File: src/hw/pdcms_pkg.sv
// constants, encodings and register layout of the power-down clock and module standby block
package pdcms_pkg;

    // ------------------------------------------------------------
    // register map
    // ------------------------------------------------------------
    localparam int           PDCMS_AW            = 8;
    localparam int           PDCMS_DW            = 8;
    localparam logic [7:0]   PDCMS_MODE_OFS      = 8'h00;
    localparam logic [7:0]   PDCMS_STBY_OFS      = 8'h01;

    // ------------------------------------------------------------
    // mode and clock select register fields
    // ------------------------------------------------------------
    localparam int           PDCMS_KIND_BIT      = 7;
    localparam int           PDCMS_DIRECT_BIT    = 5;
    localparam int           PDCMS_CSEL_HI       = 4;
    localparam int           PDCMS_CSEL_LO       = 2;
    localparam logic [7:0]   PDCMS_MODE_WMASK    = 8'hbc;
    localparam logic [7:0]   PDCMS_MODE_RESET    = 8'h00;

    // ------------------------------------------------------------
    // module standby register fields
    // ------------------------------------------------------------
    localparam int           PDCMS_NUM_UNITS     = 6;
    localparam int           PDCMS_STBY_FIRST    = 1;
    localparam int           PDCMS_WDT_IDX       = 2;
    localparam logic [7:0]   PDCMS_STBY_WMASK    = 8'h7e;
    localparam logic [7:0]   PDCMS_STBY_RESET    = 8'h00;

    // ------------------------------------------------------------
    // clock divider
    // ------------------------------------------------------------
    localparam int           PDCMS_DIV_W         = 6;
    localparam logic [2:0]   PDCMS_CSEL_RESET    = 3'h0;
    localparam logic [5:0]   PDCMS_LIM_DIV1      = 6'h00;
    localparam logic [5:0]   PDCMS_LIM_DIV8      = 6'h07;
    localparam logic [5:0]   PDCMS_LIM_DIV16     = 6'h0f;
    localparam logic [5:0]   PDCMS_LIM_DIV32     = 6'h1f;
    localparam logic [5:0]   PDCMS_LIM_DIV64     = 6'h3f;

    // ------------------------------------------------------------
    // operating modes
    // ------------------------------------------------------------
    typedef enum logic [1:0] {
        PDCMS_ACTIVE   = 2'b00,
        PDCMS_SLEEP    = 2'b01,
        PDCMS_SUBSLEEP = 2'b10,
        PDCMS_STANDBY  = 2'b11
    } pdcms_mode_t;

endpackage

File: src/hw/pdcms_clk_div.sv
// operating clock divider producing a one-cycle enable tick
`timescale 1ns/1ps
module pdcms_clk_div
    import pdcms_pkg::*;
(
    input  wire logic                   ref_clk,
    input  wire logic                   rstn,
    input  wire logic                   run,
    input  wire logic [2:0]             csel,
    output logic                        tick
);

    logic [PDCMS_DIV_W-1:0] cnt;
    logic [PDCMS_DIV_W-1:0] limit;
    logic                   at_limit;

    // ------------------------------------------------------------
    // divisor decode
    // ------------------------------------------------------------
    // top bit 0 means undivided, whatever the low bits hold
    assign limit = (csel[2] == 1'b0) ? PDCMS_LIM_DIV1 :
                   (csel[1:0] == 2'b00) ? PDCMS_LIM_DIV8 :
                   (csel[1:0] == 2'b01) ? PDCMS_LIM_DIV16 :
                   (csel[1:0] == 2'b10) ? PDCMS_LIM_DIV32 :
                   PDCMS_LIM_DIV64;

    assign at_limit = (cnt >= limit);
    assign tick     = run & at_limit;

    // ------------------------------------------------------------
    // counter
    // ------------------------------------------------------------
    // halted oscillator freezes the count so the phase resumes on wake
    always_ff @(posedge ref_clk or negedge rstn) begin
        if (!rstn) begin
            cnt <= '0;
        end else if (run) begin
            cnt <= at_limit ? '0 : cnt + 1'b1;
        end
    end

endmodule

File: src/hw/pdcms_mode_fsm.sv
// operating mode sequencer reacting to the sleep instruction and to interrupts
`timescale 1ns/1ps
module pdcms_mode_fsm
    import pdcms_pkg::*;
(
    input  wire logic                   ref_clk,
    input  wire logic                   rstn,
    input  wire logic                   sleep_exec,
    input  wire logic                   wake_irq,
    input  wire logic                   kind_sel,
    input  wire logic                   direct_flag,
    input  wire logic                   standby_sel,
    output pdcms_mode_t                 mode,
    output logic                        direct_done
);

    pdcms_mode_t next_mode;
    logic        go_direct;
    logic        next_direct_done;

    assign go_direct = direct_flag & ~kind_sel;

    // ------------------------------------------------------------
    // next mode
    // ------------------------------------------------------------
    always_comb begin
        next_mode        = mode;
        next_direct_done = 1'b0;
        case (mode)
            PDCMS_ACTIVE: begin
                if (sleep_exec) begin
                    if (go_direct) begin
                        next_direct_done = 1'b1;
                    end else if (standby_sel) begin
                        next_mode = PDCMS_STANDBY;
                    end else if (kind_sel) begin
                        next_mode = PDCMS_SUBSLEEP;
                    end else begin
                        next_mode = PDCMS_SLEEP;
                    end
                end
            end
            PDCMS_SLEEP, PDCMS_SUBSLEEP, PDCMS_STANDBY: begin
                if (wake_irq) begin
                    next_mode = PDCMS_ACTIVE;
                end
            end
            default: begin
                next_mode = PDCMS_ACTIVE;
            end
        endcase
    end

    always_ff @(posedge ref_clk or negedge rstn) begin
        if (!rstn) begin
            mode        <= PDCMS_ACTIVE;
            direct_done <= 1'b0;
        end else begin
            mode        <= next_mode;
            direct_done <= next_direct_done;
        end
    end

endmodule

File: src/hw/pdcms_top.sv
// power-down mode control, operating clock select and per-unit module standby
//
// Local design decisions: strobed register access and the register offsets.
`timescale 1ns/1ps
module pdcms_top
    import pdcms_pkg::*;
(
    input  wire logic                   ref_clk,
    input  wire logic                   rstn,
    input  wire logic [PDCMS_AW-1:0]    reg_addr,
    input  wire logic [PDCMS_DW-1:0]    reg_wdata,
    input  wire logic                   reg_wr,
    input  wire logic                   reg_rd,
    output logic      [PDCMS_DW-1:0]    reg_rdata,
    input  wire logic                   sleep_exec,
    input  wire logic                   wake_irq,
    input  wire logic                   standby_select,
    input  wire logic                   wdt_on_internal_osc,
    output logic      [1:0]             op_mode,
    output logic                        cpu_halt,
    output logic                        sys_osc_run,
    output logic                        direct_done,
    output logic                        op_clk_en,
    output logic      [2:0]             applied_clock_select,
    output logic                        two_wire_unit_clk_en,
    output logic                        serial_comm_unit_clk_en,
    output logic                        converter_clk_en,
    output logic                        watchdog_clk_en,
    output logic                        waveform_timer_clk_en,
    output logic                        event_timer_clk_en
);

    // ------------------------------------------------------------
    // register state
    // ------------------------------------------------------------
    logic [PDCMS_DW-1:0]        power_down_mode_and_clock_select;
    logic [PDCMS_DW-1:0]        peripheral_standby_control_one;
    logic [2:0]                 csel_applied;
    logic [PDCMS_DW-1:0]        next_rdata;
    pdcms_mode_t                mode;

    // ------------------------------------------------------------
    // decode
    // ------------------------------------------------------------
    logic                       hit_mode;
    logic                       hit_stby;
    logic                       wr_mode;
    logic                       wr_stby;
    logic                       sleep_kind_select;
    logic                       direct_transition_flag;
    logic [2:0]                 csel_written;
    logic [PDCMS_DW-1:0]        mode_rd_view;
    logic [PDCMS_DW-1:0]        stby_rd_view;

    assign hit_mode = (reg_addr == PDCMS_MODE_OFS);
    assign hit_stby = (reg_addr == PDCMS_STBY_OFS);
    assign wr_mode  = reg_wr & hit_mode;
    assign wr_stby  = reg_wr & hit_stby;

    assign sleep_kind_select      = power_down_mode_and_clock_select[PDCMS_KIND_BIT];
    assign direct_transition_flag = power_down_mode_and_clock_select[PDCMS_DIRECT_BIT];
    assign csel_written = power_down_mode_and_clock_select[PDCMS_CSEL_HI:PDCMS_CSEL_LO];

    // reserved bits are never stored, so masking on read is belt and braces
    assign mode_rd_view = power_down_mode_and_clock_select & PDCMS_MODE_WMASK;
    assign stby_rd_view = peripheral_standby_control_one & PDCMS_STBY_WMASK;

    assign next_rdata = !reg_rd  ? '0 :
                        hit_mode ? mode_rd_view :
                        hit_stby ? stby_rd_view :
                        '0;

    // ------------------------------------------------------------
    // registers
    // ------------------------------------------------------------
    always_ff @(posedge ref_clk or negedge rstn) begin
        if (!rstn) begin
            power_down_mode_and_clock_select <= PDCMS_MODE_RESET;
        end else if (wr_mode) begin
            power_down_mode_and_clock_select <= reg_wdata & PDCMS_MODE_WMASK;
        end
    end

    always_ff @(posedge ref_clk or negedge rstn) begin
        if (!rstn) begin
            peripheral_standby_control_one <= PDCMS_STBY_RESET;
        end else if (wr_stby) begin
            peripheral_standby_control_one <= reg_wdata & PDCMS_STBY_WMASK;
        end
    end

    always_ff @(posedge ref_clk or negedge rstn) begin
        if (!rstn) begin
            reg_rdata <= '0;
        end else begin
            reg_rdata <= next_rdata;
        end
    end

    // ------------------------------------------------------------
    // clock select applied on the sleep instruction
    // ------------------------------------------------------------
    // software may rewrite the field freely; the divider only sees it here
    always_ff @(posedge ref_clk or negedge rstn) begin
        if (!rstn) begin
            csel_applied <= PDCMS_CSEL_RESET;
        end else if (sleep_exec && (mode == PDCMS_ACTIVE)) begin
            csel_applied <= csel_written;
        end
    end

    // ------------------------------------------------------------
    // mode sequencer
    // ------------------------------------------------------------
    pdcms_mode_fsm u_fsm (
        .ref_clk     (ref_clk),
        .rstn        (rstn),
        .sleep_exec  (sleep_exec),
        .wake_irq    (wake_irq),
        .kind_sel    (sleep_kind_select),
        .direct_flag (direct_transition_flag),
        .standby_sel (standby_select),
        .mode        (mode),
        .direct_done (direct_done)
    );

    logic osc_running;

    // oscillator halts in subsleep and standby
    assign osc_running = (mode == PDCMS_ACTIVE) | (mode == PDCMS_SLEEP);

    // ------------------------------------------------------------
    // operating clock divider
    // ------------------------------------------------------------
    logic div_tick;

    pdcms_clk_div u_div (
        .ref_clk (ref_clk),
        .rstn    (rstn),
        .run     (osc_running),
        .csel    (csel_applied),
        .tick    (div_tick)
    );

    // ------------------------------------------------------------
    // module standby gating
    // ------------------------------------------------------------
    // gating the enable, not the reset, keeps each unit's state intact
    logic [PDCMS_NUM_UNITS-1:0] unit_clk_en;

    genvar g;
    generate
        for (g = 0; g < PDCMS_NUM_UNITS; g++) begin : g_unit
            if (g == PDCMS_WDT_IDX) begin : g_wdt
                assign unit_clk_en[g] = wdt_on_internal_osc |
                    (div_tick & ~peripheral_standby_control_one[g+PDCMS_STBY_FIRST]);
            end else begin : g_std
                assign unit_clk_en[g] = div_tick &
                    ~peripheral_standby_control_one[g+PDCMS_STBY_FIRST];
            end
        end
    endgenerate

    assign event_timer_clk_en      = unit_clk_en[0];
    assign waveform_timer_clk_en   = unit_clk_en[1];
    assign watchdog_clk_en         = unit_clk_en[2];
    assign converter_clk_en        = unit_clk_en[3];
    assign serial_comm_unit_clk_en = unit_clk_en[4];
    assign two_wire_unit_clk_en    = unit_clk_en[5];

    // ------------------------------------------------------------
    // status outputs
    // ------------------------------------------------------------
    assign op_mode              = mode;
    assign cpu_halt             = (mode != PDCMS_ACTIVE);
    assign sys_osc_run          = osc_running;
    assign op_clk_en            = div_tick;
    assign applied_clock_select = csel_applied;

endmodule

File: config.mk
export PLATFORM = sky130hd
export DESIGN_NAME = pdcms_top
export DESIGN_NICKNAME = d
export VERILOG_FILES = /design/src/hw/pdcms_pkg.sv /design/src/hw/pdcms_clk_div.sv /design/src/hw/pdcms_mode_fsm.sv /design/src/hw/pdcms_top.sv
export SDC_FILE = /design/constraint.sdc
export NUM_CORES = 1
export LEC_CHECK = 0
export ABC_AREA = 1
export BUFFER_PORTS_ARGS = -buffer_cell sky130_fd_sc_hd__buf_2
export CAP_MARGIN = 20
export CORE_MARGIN = 2
export CORE_UTILIZATION = 50
export CTS_CLUSTER_DIAMETER = 100
export CTS_CLUSTER_SIZE = 20
export DETAILED_ROUTE_END_ITERATION = 16
export MAX_ROUTING_LAYER = met4
export PLACE_DENSITY_LB_ADDON = 0.15
export RECOVER_POWER = 100
export SYNTH_ARGS = -nofsm -noshare
export SYNTH_HDL_FRONTEND = slang
export SYNTH_SLANG_ARGS = --single-unit
File: constraint.sdc
create_clock -name ref_clk -period 1.7 [get_ports ref_clk]
set_input_delay 0.085 -clock ref_clk [delete_from_list [all_inputs] [get_ports ref_clk]]
set_output_delay 0.085 -clock ref_clk [all_outputs]
set_load 0.05 [all_outputs]
==> impl_metrics.toml, run 1 <==
[run_status]
status = "finished with violations"
violations = "DRC, setup timing"

[routing]
vias = 1440
drt-pass1-iter-count = 10
met2_length_microns = 1748
wl_met3_microns = 149
drtIter0Drc = 38
drc = 1
met1_length_microns = 1489
wirelength_microns = 3473
routed_via_density = 5.161
wl_per_cell_microns = 12.45
top_layer = "met4"
ant_nets = 0

[synthesis]
synth.most_common_cell = "nand2_1"
yosys-top-cells-count = "nand2_1 (53), dfrtp_1 (30), nand3_1 (23)"
synth_fp_nets = 217
postSynthCellCount = 186
synth_seq_cells = 30
yosysWarnings = 0
ys_seq_area_share_pct = 49.88
synth_top_cell_by_area = "dfrtp_1"
syn_area_per_cell_sq_um = 8.092
syn_area_sq_mm = 0.001505
synth_cell_type_count = 24
yosys-top-cells-area = "dfrtp_1 (50%), nand2_1 (13%), nand3_1 (7.6%), ha_1 (5.8%), nor2_1 (5.2%)"
synth_enable_flop_cells = 0
synth_top_area_share_pct = 49.88
ys.flop_type = "dfrtp_1"
async_flop_share_pct = 100.0

[timing]
post-route-min-period_ns = 1.961
setup_viol = 7
finalCritPeriodShare_pct = 115.3
worstMarginPinSlew_ns = 0.7172
maxSlewHeadroom_pct = 52.18
rsz0062_at_grt = "yes"
max_freq_mhz = 510.1
hold_viol = 0
drv_slew = 0
hold_slack_ns = 0.06569
fin_ws_ns = -0.2605
skew_ns = 0.003367

[global_route]
grt.overflow.total = 0
grt.total_usage_pct = 22.94
grt_first_pass_wirelength_microns = 5713
antenna_found_initial = 0
grt_pass1_vias = 1392
grt_max_degree = 31

[power]
ir_drop_v = 0.001719
power_density_mw_per_mm2 = 1853
leakagePower_nw = 1.084

[clock_network]
cts_buffers = 5
path_clk_slew_ns = 0.10
cts_max_level = 2
worstSkewPairLatency_ns = 0.34
numClockSinks = 30
clockBufferDepth = 2
cts_tree = "built"
cts_root_buffer = "clkbuf_4"

[final_layout]
drive_gt1_share_pct = 29.03
nets = 278
fin_util_pct = 74.26
area_delta_synth_final_pct = 38.40
fin_area_sq_mm = 0.002083
diodes = 0

[critical_path]
rrSetupSlack_ns = 0.03
worst_ep_arrival_time_ns = 1.88
r2r-start = "applied_clock_select[0]$_DFFE_PN0P_"
r2r_cells = 9
max_stage_delay_ns = 0.44
critical-path-top-delay-family = "flip-flops"
cpMaxStageDelayCell = "dfrtp_2"
cp_max_fo = 5
crit_chain = "o21ai_1, ha_1, nand2_1, nand2_2, a21oi_4, nand2_4, nand2_8, nor2_4, buf_8"
r2r_end = "u_div.cnt[4]$_DFFE_PN0N_"
worstPathRequired_ns = 1.62
path_buf_inv = 1
critPathKind = "reg2out"
startpoint_type = "flop"
endpoint_kind = "primary output"

[die]
ioPinCount = 47
start_util_pct = 53.66
core_sq_mm = 0.002805
die_h_microns = 58.87
die-area_sq_mm = 0.003465
rows = 19
dieWidth_microns = 58.87

[placement]
port_buffers = 44
dp_hpwl_microns = 2476
routabilityCongestion = 0.8138
place_area_sq_mm = 0.001896

[worst_hold_path]
min_from = "reg_rd"
hold_depth = 3
min_path_type = "in2reg"
whs_endpoint = "reg_rdata[5]$_DFF_PN0_"

[flow_run]
drv_cap = 0
-- stage by stage --
step	cells	setup WS, ns	power [mW]	setup TNS, ns
floorplan	186	-0.09896	2.530	-0.7027
global placement	263	0.02470	2.994	0
detailed placement	263	0.009285	3.052	0
CTS	278	-0.3073	3.771	-2.049
global route	279	-0.3822	4.086	-2.797
finish	279	-0.2605	3.859	-1.738
-- repair_timing --
action	in CTS	in global routing
hold endpoints to repair	39	1
buffers inserted	0	0
gates resized for setup	14	6
pin swaps	10	4
hold buffers	7	1
endpoints found under the setup margin	7	11
-- routing by layer --
layer	vias up	GRT usage, %
met5	-	-
met4	0	11.69
met3	10	4.615
met2	44	38.73
met1	668	25.57
li1	718	-
-- worst reg2reg max path, stage by stage, from the launching register on --
cell and delay, ns:
dfrtp_2 0.44, o21ai_1 0.14, ha_1 0.25, nand2_1 0.08, nand2_2 0.06, a21oi_4 0.15
buf_4 0.15, a21oi_4 0.06, buf_4 0.16, nor2_1 0.11
-- power by group --
| part | switching (mW) | internal, mW | total [mW] |
|---|---|---|---|
| Sequential | 0.130 | 0.815 | 0.945 |
| Clock | 0.264 | 0.198 | 0.462 |
| Combinational | 1.59 | 0.867 | 2.45 |
-- registers in the layout, summed over array words and instances (netlist names) --
name	cells
u_fsm.mode	2
applied_clock_select	3
power_down_mode_and_clock_select	5
peripheral_standby_control_one	6
reg_rdata	7
u_fsm.direct_done	1
u_div.cnt	6
-- logic make-up after synthesis --
| group | synth area share (%) |
|---|---|
| AO/OA/AOI/OAI | 5.070 |
| XOR/XNOR | 1.164 |
| adder cells (fa/ha/maj) | 5.819 |
| buffers and inverters | 6.566 |
| flip-flops | 49.88 |
| multiplexers | 1.496 |
| other | 0.2491 |
| AND/OR/NAND/NOR | 29.76 |
-- placed cells by master (no fill, tap or decap), types with 5 or more instances in the layout --
cell / n
buf_6: 5
dlygate4sd3_1: 8
inv_1: 18
nand3_1: 21
o21ai_0: 7
clkbuf_4: 5
ha_1: 6
nor2_1: 15
buf_2: 25
clkbuf_1: 12
dfrtp_1: 27
buf_4: 5
nor2_4: 5
nand2_1: 49
-- layout make-up --
| cell class | instances | area (sq um) |
|---|---|---|
| multi-input combinational | 132 | 770.7 |
| sequential | 30 | 754.5 |
| fill | 233 | 721.9 |
| timing repair buffer | 59 | 384.1 |
| inverter | 19 | 71.32 |
| clock buffer | 6 | 51.30 |
| tap | 31 | 38.79 |
| clock inverter | 2 | 12.51 |
-- how the worst max path moves through the flow --
stage	to	start	cells after the start
after floorplan	u_div.cnt[4]$_DFFE_PN0N_	applied_clock_select[2]$_DFFE_PN0P_	7
after global placement	converter_clk_en	applied_clock_select[1]$_DFFE_PN0P_	9
after detailed placement	converter_clk_en	applied_clock_select[1]$_DFFE_PN0P_	9
after CTS	waveform_timer_clk_en	applied_clock_select[0]$_DFFE_PN0P_	9
after global routing	waveform_timer_clk_en	applied_clock_select[0]$_DFFE_PN0P_	9
final	waveform_timer_clk_en	applied_clock_select[0]$_DFFE_PN0P_	9
(Power assumes the default switching activity.)
==> inputs of run 2 (changes only) <==
--- a/config.mk
+++ b/config.mk
@@ -16,6 +16,8 @@
 export MAX_ROUTING_LAYER = met4
 export PLACE_DENSITY_LB_ADDON = 0.15
 export RECOVER_POWER = 100
+export REMOVE_ABC_BUFFERS = 1
+export SLEW_MARGIN = 25
 export SYNTH_ARGS = -nofsm -noshare
 export SYNTH_HDL_FRONTEND = slang
 export SYNTH_SLANG_ARGS = --single-unit
==> run 2 against run 1 <==
The run still ends with DRC, setup timing left. Clock power is 2% lower. Flip-flop and latch count is the same. Routed wire length increased by 1.0%. Combinational power about the same. First-iteration DRC count shrank 5.3%. Die area stayed put. Register-to-register slack lost 0.04 ns. Total power increased by 0.21%. Cell area grew 1.4%. Highest routed layer unchanged.
==> impl_metrics.toml, run 2 (synthesized netlist as in run 1, its figures left out) <==
[timing]
setup_viol = 9
worstMarginPinSlew_ns = 0.7373
max_freq_mhz = 497.7
fin_ws_ns = -0.3091
hold_slack_ns = 0.02948
maxSlewHeadroom_pct = 50.84
hold_viol = 0
post-route-min-period_ns = 2.009
rsz0062_at_grt = "yes"
drv_slew = 0
skew_ns = 0.008155
finalCritPeriodShare_pct = 118.2

[routing]
ant_nets = 0
met1_length_microns = 1518
drt-pass1-iter-count = 10
drtIter0Drc = 36
wirelength_microns = 3509
top_layer = "met4"
vias = 1438
wl_per_cell_microns = 12.49
drc = 1
wl_met3_microns = 190
met2_length_microns = 1762
routed_via_density = 5.117

[critical_path]
worstPathRequired_ns = 1.62
r2r_end = "u_div.cnt[3]$_DFFE_PN0N_"
path_buf_inv = 1
max_stage_delay_ns = 0.44
cp.depth = 9
worst_ep_arrival_time_ns = 1.92
critical-path-top-delay-family = "flip-flops"
crit_chain = "o21ai_2, ha_1, nand2_1, nand2_2, a21oi_4, nand2_4, nand2_8, nor2_4, buf_6"
startpoint_type = "flop"
endpoint_kind = "primary output"
critPathKind = "reg2out"
r2r_cells = 9
cpMaxStageDelayCell = "dfrtp_1"
rrSetupSlack_ns = -0.01
r2r-start = "applied_clock_select[0]$_DFFE_PN0P_"
cp_max_fo = 5

[placement]
place_ws_ns = -0.1269
port_buffers = 44
routabilityCongestion = 0.7719
place_area_sq_mm = 0.001797
placedCellCount = 264
dp_hpwl_microns = 2447

[global_route]
grt.total_usage_pct = 23.84
grt_pass1_vias = 1362
grt_max_degree = 31
antenna_found_initial = 0
grt.overflow.total = 0
grt_first_pass_wirelength_microns = 5989

[die]
die-area_sq_mm = 0.003465
start_util_pct = 53.66
dieWidth_microns = 58.87
ioPinCount = 47
core_sq_mm = 0.002805
rows = 19
die_h_microns = 58.87

[final_layout]
nets = 280
drive_gt1_share_pct = 32.00
top_regs = "reg_rdata x7, peripheral_standby_control_one x6, u_div.cnt x6"
final_common_cell = "nand2_1"
stdcell_count = 281
regMostFlops = "reg_rdata"
final_cell_mix = "nand2_1 (48), dfrtp_1 (28), buf_2 (27)"
area_delta_synth_final_pct = 40.32
diodes = 0
fin_area_sq_mm = 0.002112
largest_reg_flops = 7

[power]
total_power_mw = 3.867
power_density_mw_per_mm2 = 1831
leakagePower_nw = 1.099
ir_drop_v = 0.001459

[clock_network]
cts_root_buffer = "clkbuf_4"
cts_buffers = 5
cts_tree = "built"
clockBufferDepth = 2
cts_max_level = 2
numClockSinks = 30
worstSkewPairLatency_ns = 0.33
path_clk_slew_ns = 0.10

[flow_run]
drv_cap = 0

[worst_hold_path]
min_path_type = "in2reg"
hold_depth = 3
whs_endpoint = "power_down_mode_and_clock_select[4]$_DFFE_PN0P_"
min_from = "reg_wdata[4]"

[run_status]
status = "finished with violations"
violations = "DRC, setup timing"
## run 2: worst max path at each step
stage                                              startpoint  slack [ns]                       end
final                     applied_clock_select[0]$_DFFE_PN0P_       -0.31   serial_comm_unit_clk_en
after global routing      applied_clock_select[0]$_DFFE_PN0P_       -0.40        event_timer_clk_en
after CTS                 applied_clock_select[2]$_DFFE_PN0P_       -0.38          converter_clk_en
after detailed placement  applied_clock_select[2]$_DFFE_PN0P_       -0.13          converter_clk_en
after global placement    applied_clock_select[1]$_DFFE_PN0P_       -0.03        event_timer_clk_en
after floorplan           applied_clock_select[2]$_DFFE_PN0P_       -0.80  u_div.cnt[2]$_DFFE_PN0N_
## run 2: power breakdown
group,leakage [nW],switching [mW],internal [mW]
clock network,0.0343,0.256,0.199
registers,0.405,0.135,0.814
logic,0.660,1.60,0.865
total,1.10,1.99,1.88
## run 2: worst min-delay path: stages
cell     delay (ns)
buf_2          0.09
nand3_1        0.08
nand2_1        0.07
## run 2: cell type report
class / count / area, sq um
multi-input cells: 132 / 790.8
flip-flops and latches: 30 / 753.2
fillers: 208 / 693.2
repair buffers: 61 / 394.1
inverters: 19 / 71.32
clock buffers: 6 / 51.30
well taps: 31 / 38.79
clock inverters: 2 / 12.51
## run 2: metal layers
metal	global-route usage, %	vias to the layer above
met5	-	-
met4	7.792	0
met3	7.473	6
met2	37.78	42
met1	29.00	675
li1	-	715
## run 2: timing repair
item                                    4_1_cts  5_1_grt
gates cloned                                  0        0
resized for setup                            26       23
setup buffers                                 1        1
endpoints found under the setup margin       11       12
endpoints found under the hold margin        39        0
pin swaps                                     0        4
hold buffers                                  7        0
## run 2: through the flow
step | utilization, % | setup TNS, ns
6_report | 75.29 | -2.146
5_1_grt | 75.29 | -3.067
4_1_cts | 71.90 | -2.521
3_5_place_dp | 64.05 | -0.6778
3_3_place_gp | 64.05 | -0.1653
2_1_floorplan | - | -7.145
==> inputs of run 3 (changes only) <==
--- a/config.mk
+++ b/config.mk
@@ -5,11 +5,10 @@
 export SDC_FILE = /design/constraint.sdc
 export NUM_CORES = 1
 export LEC_CHECK = 0
-export ABC_AREA = 1
 export BUFFER_PORTS_ARGS = -buffer_cell sky130_fd_sc_hd__buf_2
 export CAP_MARGIN = 20
 export CORE_MARGIN = 2
-export CORE_UTILIZATION = 50
+export CORE_UTILIZATION = 49
 export CTS_CLUSTER_DIAMETER = 100
 export CTS_CLUSTER_SIZE = 20
 export DETAILED_ROUTE_END_ITERATION = 16
==> run 3 against run 2 <==
The run ends with setup timing left. Clock power is 19% higher. Worst setup slack hardly changed. Synthesized cell count decreased by 32%. Largest power group unchanged. Critical path depth decreased by 2. Critical path type unchanged.
==> impl_metrics.toml, run 3 <==
[timing]
fin_ws_ns = -0.3087
worstMarginPinSlew_ns = 0.7172
maxSlewHeadroom_pct = 52.19
finalCritPeriodShare_pct = 118.2
drv_slew = 0
max_freq_mhz = 497.8
skew_ns = 0.004834
setup_viol = 10
hold_slack_ns = 0.04426
rsz0062_at_grt = "yes"
post-route-min-period_ns = 2.009
hold_viol = 0

[synthesis]
ys.flop_type = "dfrtp_1"
postSynthCellCount = 126
ys_seq_area_share_pct = 51.86
yosysWarnings = 0
synth_cell_type_count = 32
yosys-top-cells-area = "dfrtp_1 (52%), mux2_2 (11%), ha_1 (6.1%), nand2_1 (2.6%), a22o_1 (2.4%)"
async_flop_share_pct = 100.0
syn_area_sq_mm = 0.001448
syn_area_per_cell_sq_um = 11.49
synth_top_cell_by_area = "dfrtp_1"
synth_enable_flop_cells = 0
synth_top_area_share_pct = 51.86
yosys-top-cells-count = "dfrtp_1 (30), mux2_2 (14), nand2_1 (10)"
synth_seq_cells = 30
synth.most_common_cell = "dfrtp_1"

[final_layout]
final_common_cell = "dfrtp_1"
drive_gt1_share_pct = 40.80
regMostFlops = "reg_rdata"
largest_reg_flops = 7
fillers = 208
area_delta_synth_final_pct = 42.09
nets = 231
stdcell_count = 232
final_cell_mix = "dfrtp_1 (28), buf_2 (21), buf_4 (15)"
top_regs = "reg_rdata x7, peripheral_standby_control_one x6, u_div.cnt x6"
fin_util_pct = 73.95
diodes = 0

[die]
dieWidth_microns = 58.36
rows = 19
die-area_sq_mm = 0.003405
start_util_pct = 52.05
ioPinCount = 47
die_h_microns = 58.36
core_sq_mm = 0.002781

[worst_hold_path]
min_from = "standby_select"
hold_depth = 3
whs_endpoint = "u_fsm.mode[0]$_DFFE_PN0P_"
min_path_type = "in2reg"

[critical_path]
endpoint_kind = "primary output"
startpoint_type = "flop"
worst_ep_arrival_time_ns = 1.92
r2r_end = "u_div.cnt[4]$_DFFE_PN0N_"
worstPathRequired_ns = 1.62
r2r-start = "applied_clock_select[2]$_DFFE_PN0P_"
cp_max_fo = 6
rrSetupSlack_ns = -0.16
r2r_cells = 9
critPathKind = "reg2out"

[run_status]
violations = "setup timing"
status = "finished with violations"

[placement]
place_ws_ns = -0.1724
port_buffers = 44
placedCellCount = 212
routabilityCongestion = 0.8371
dp_hpwl_microns = 2448

[flow_run]
drv_cap = 0

[routing]
ant_nets = 0
wirelength_microns = 3361
drt-pass1-iter-count = 4
drc = 0
vias = 1262
drtIter0Drc = 31
wl_per_cell_microns = 14.49
routed_via_density = 5.440

[clock_network]
path_clk_slew_ns = 0.09
cts_tree = "built"
worstSkewPairLatency_ns = 0.32
cts_max_level = 2
numClockSinks = 30
cts_buffers = 5
clockBufferDepth = 2
cts_root_buffer = "clkbuf_4"

[power]
power_density_mw_per_mm2 = 1124
ir_drop_v = 0.001291
leakagePower_nw = 1.000
total_power_mw = 2.313

[global_route]
grt_pass1_vias = 1205
grt_max_degree = 31
grt.total_usage_pct = 22.20
antenna_found_initial = 0
grt.overflow.total = 0
grt_first_pass_wirelength_microns = 5340
[run 3: cell types whose count changed in the layout (fill, tap and decap cells not counted), sizes merged, moves of 3 or more]
cell	previous run	this run
a22o	0	4
and2	0	3
clkbuf	18	24
inv	19	6
mux2	2	14
nand2	55	10
nand3	23	3
nor2	23	7
nor3	1	5
o2111ai	0	3
o211ai	0	4
[run 3: critical path: stages (launching register included)]
cell,delay [ns]
dfrtp_2,0.43
nand3_2,0.11
ha_4,0.29
nand2_1,0.05
o21a_1,0.22
o21a_4,0.17
nor3_2,0.15
buf_6,0.18
[run 3: worst max-delay path by stage]
stage | start | to | slack, ns
3_3_place_gp | applied_clock_select[1]$_DFFE_PN0P_ | event_timer_clk_en | -0.06
3_5_place_dp | applied_clock_select[2]$_DFFE_PN0P_ | serial_comm_unit_clk_en | -0.17
4_1_cts | applied_clock_select[2]$_DFFE_PN0P_ | waveform_timer_clk_en | -0.33
6_report | applied_clock_select[2]$_DFFE_PN0P_ | two_wire_unit_clk_en | -0.31
5_1_grt | applied_clock_select[2]$_DFFE_PN0P_ | two_wire_unit_clk_en | -0.41
2_1_floorplan | applied_clock_select[2]$_DFFE_PN0P_ | converter_clk_en | -1.03
[run 3: layout make-up]
class                   instances  area, sq um  share of cell area (%)
well taps                      31        38.79                   1.886
clock inverters                 1        30.03                   1.460
repair buffers                 69        456.7                   22.20
flip-flops and latches         30        753.2                   36.62
multi-input cells              88        710.7                   34.55
inverters                       6        22.52                   1.095
clock buffers                   7        45.04                   2.190
[run 3: per-stage QoR]
| step | TNS [ns] | instance area, sq um |
|---|---|---|
| after global placement | -0.3123 | 1793 |
| after CTS | -2.280 | 2052 |
| final | -2.442 | 2057 |
| after floorplan | -7.595 | 1436 |
| after detailed placement | -0.9093 | 1793 |
| after global routing | -3.380 | 2057 |
[run 3: per-layer routing]
metal / track usage, % / wire [microns]
met1: 26.27 / 1445
met2: 35.47 / 1693
met3: 7.912 / 182
met4: 6.977 / 40
met5: - / 0
[run 3: cells by family (layout without fill, tap and decap cells)]
family	count (synthesis)	in the layout	synth area share, %
AND/OR/NAND/NOR	39	39	15.73
flip-flops	30	30	51.86
AO/OA/AOI/OAI	25	25	11.67
multiplexers	14	14	10.89
buffers and inverters	8	83	2.333
adder cells (fa/ha/maj)	7	7	6.050
XOR/XNOR	2	2	1.210
other	1	1	0.2590
[run 3: power by group]
group          leakage [nW]  switching, mW  internal (mW)  total [mW]
Combinational         0.550          0.612          0.345       0.957
Sequential            0.411         0.0576          0.756       0.814
Clock                0.0395          0.231          0.312       0.542
Total                  1.00          0.900           1.41        2.31
[run 3: timing repair]
item | 4_1_cts | 5_1_grt
hold endpoints to repair | 37 | 5
gates resized for setup | 29 | 4
buffers inserted | 2 | 1
setup endpoints to repair | 10 | 16
pin swaps | 5 | 4
hold buffers | 6 | 3
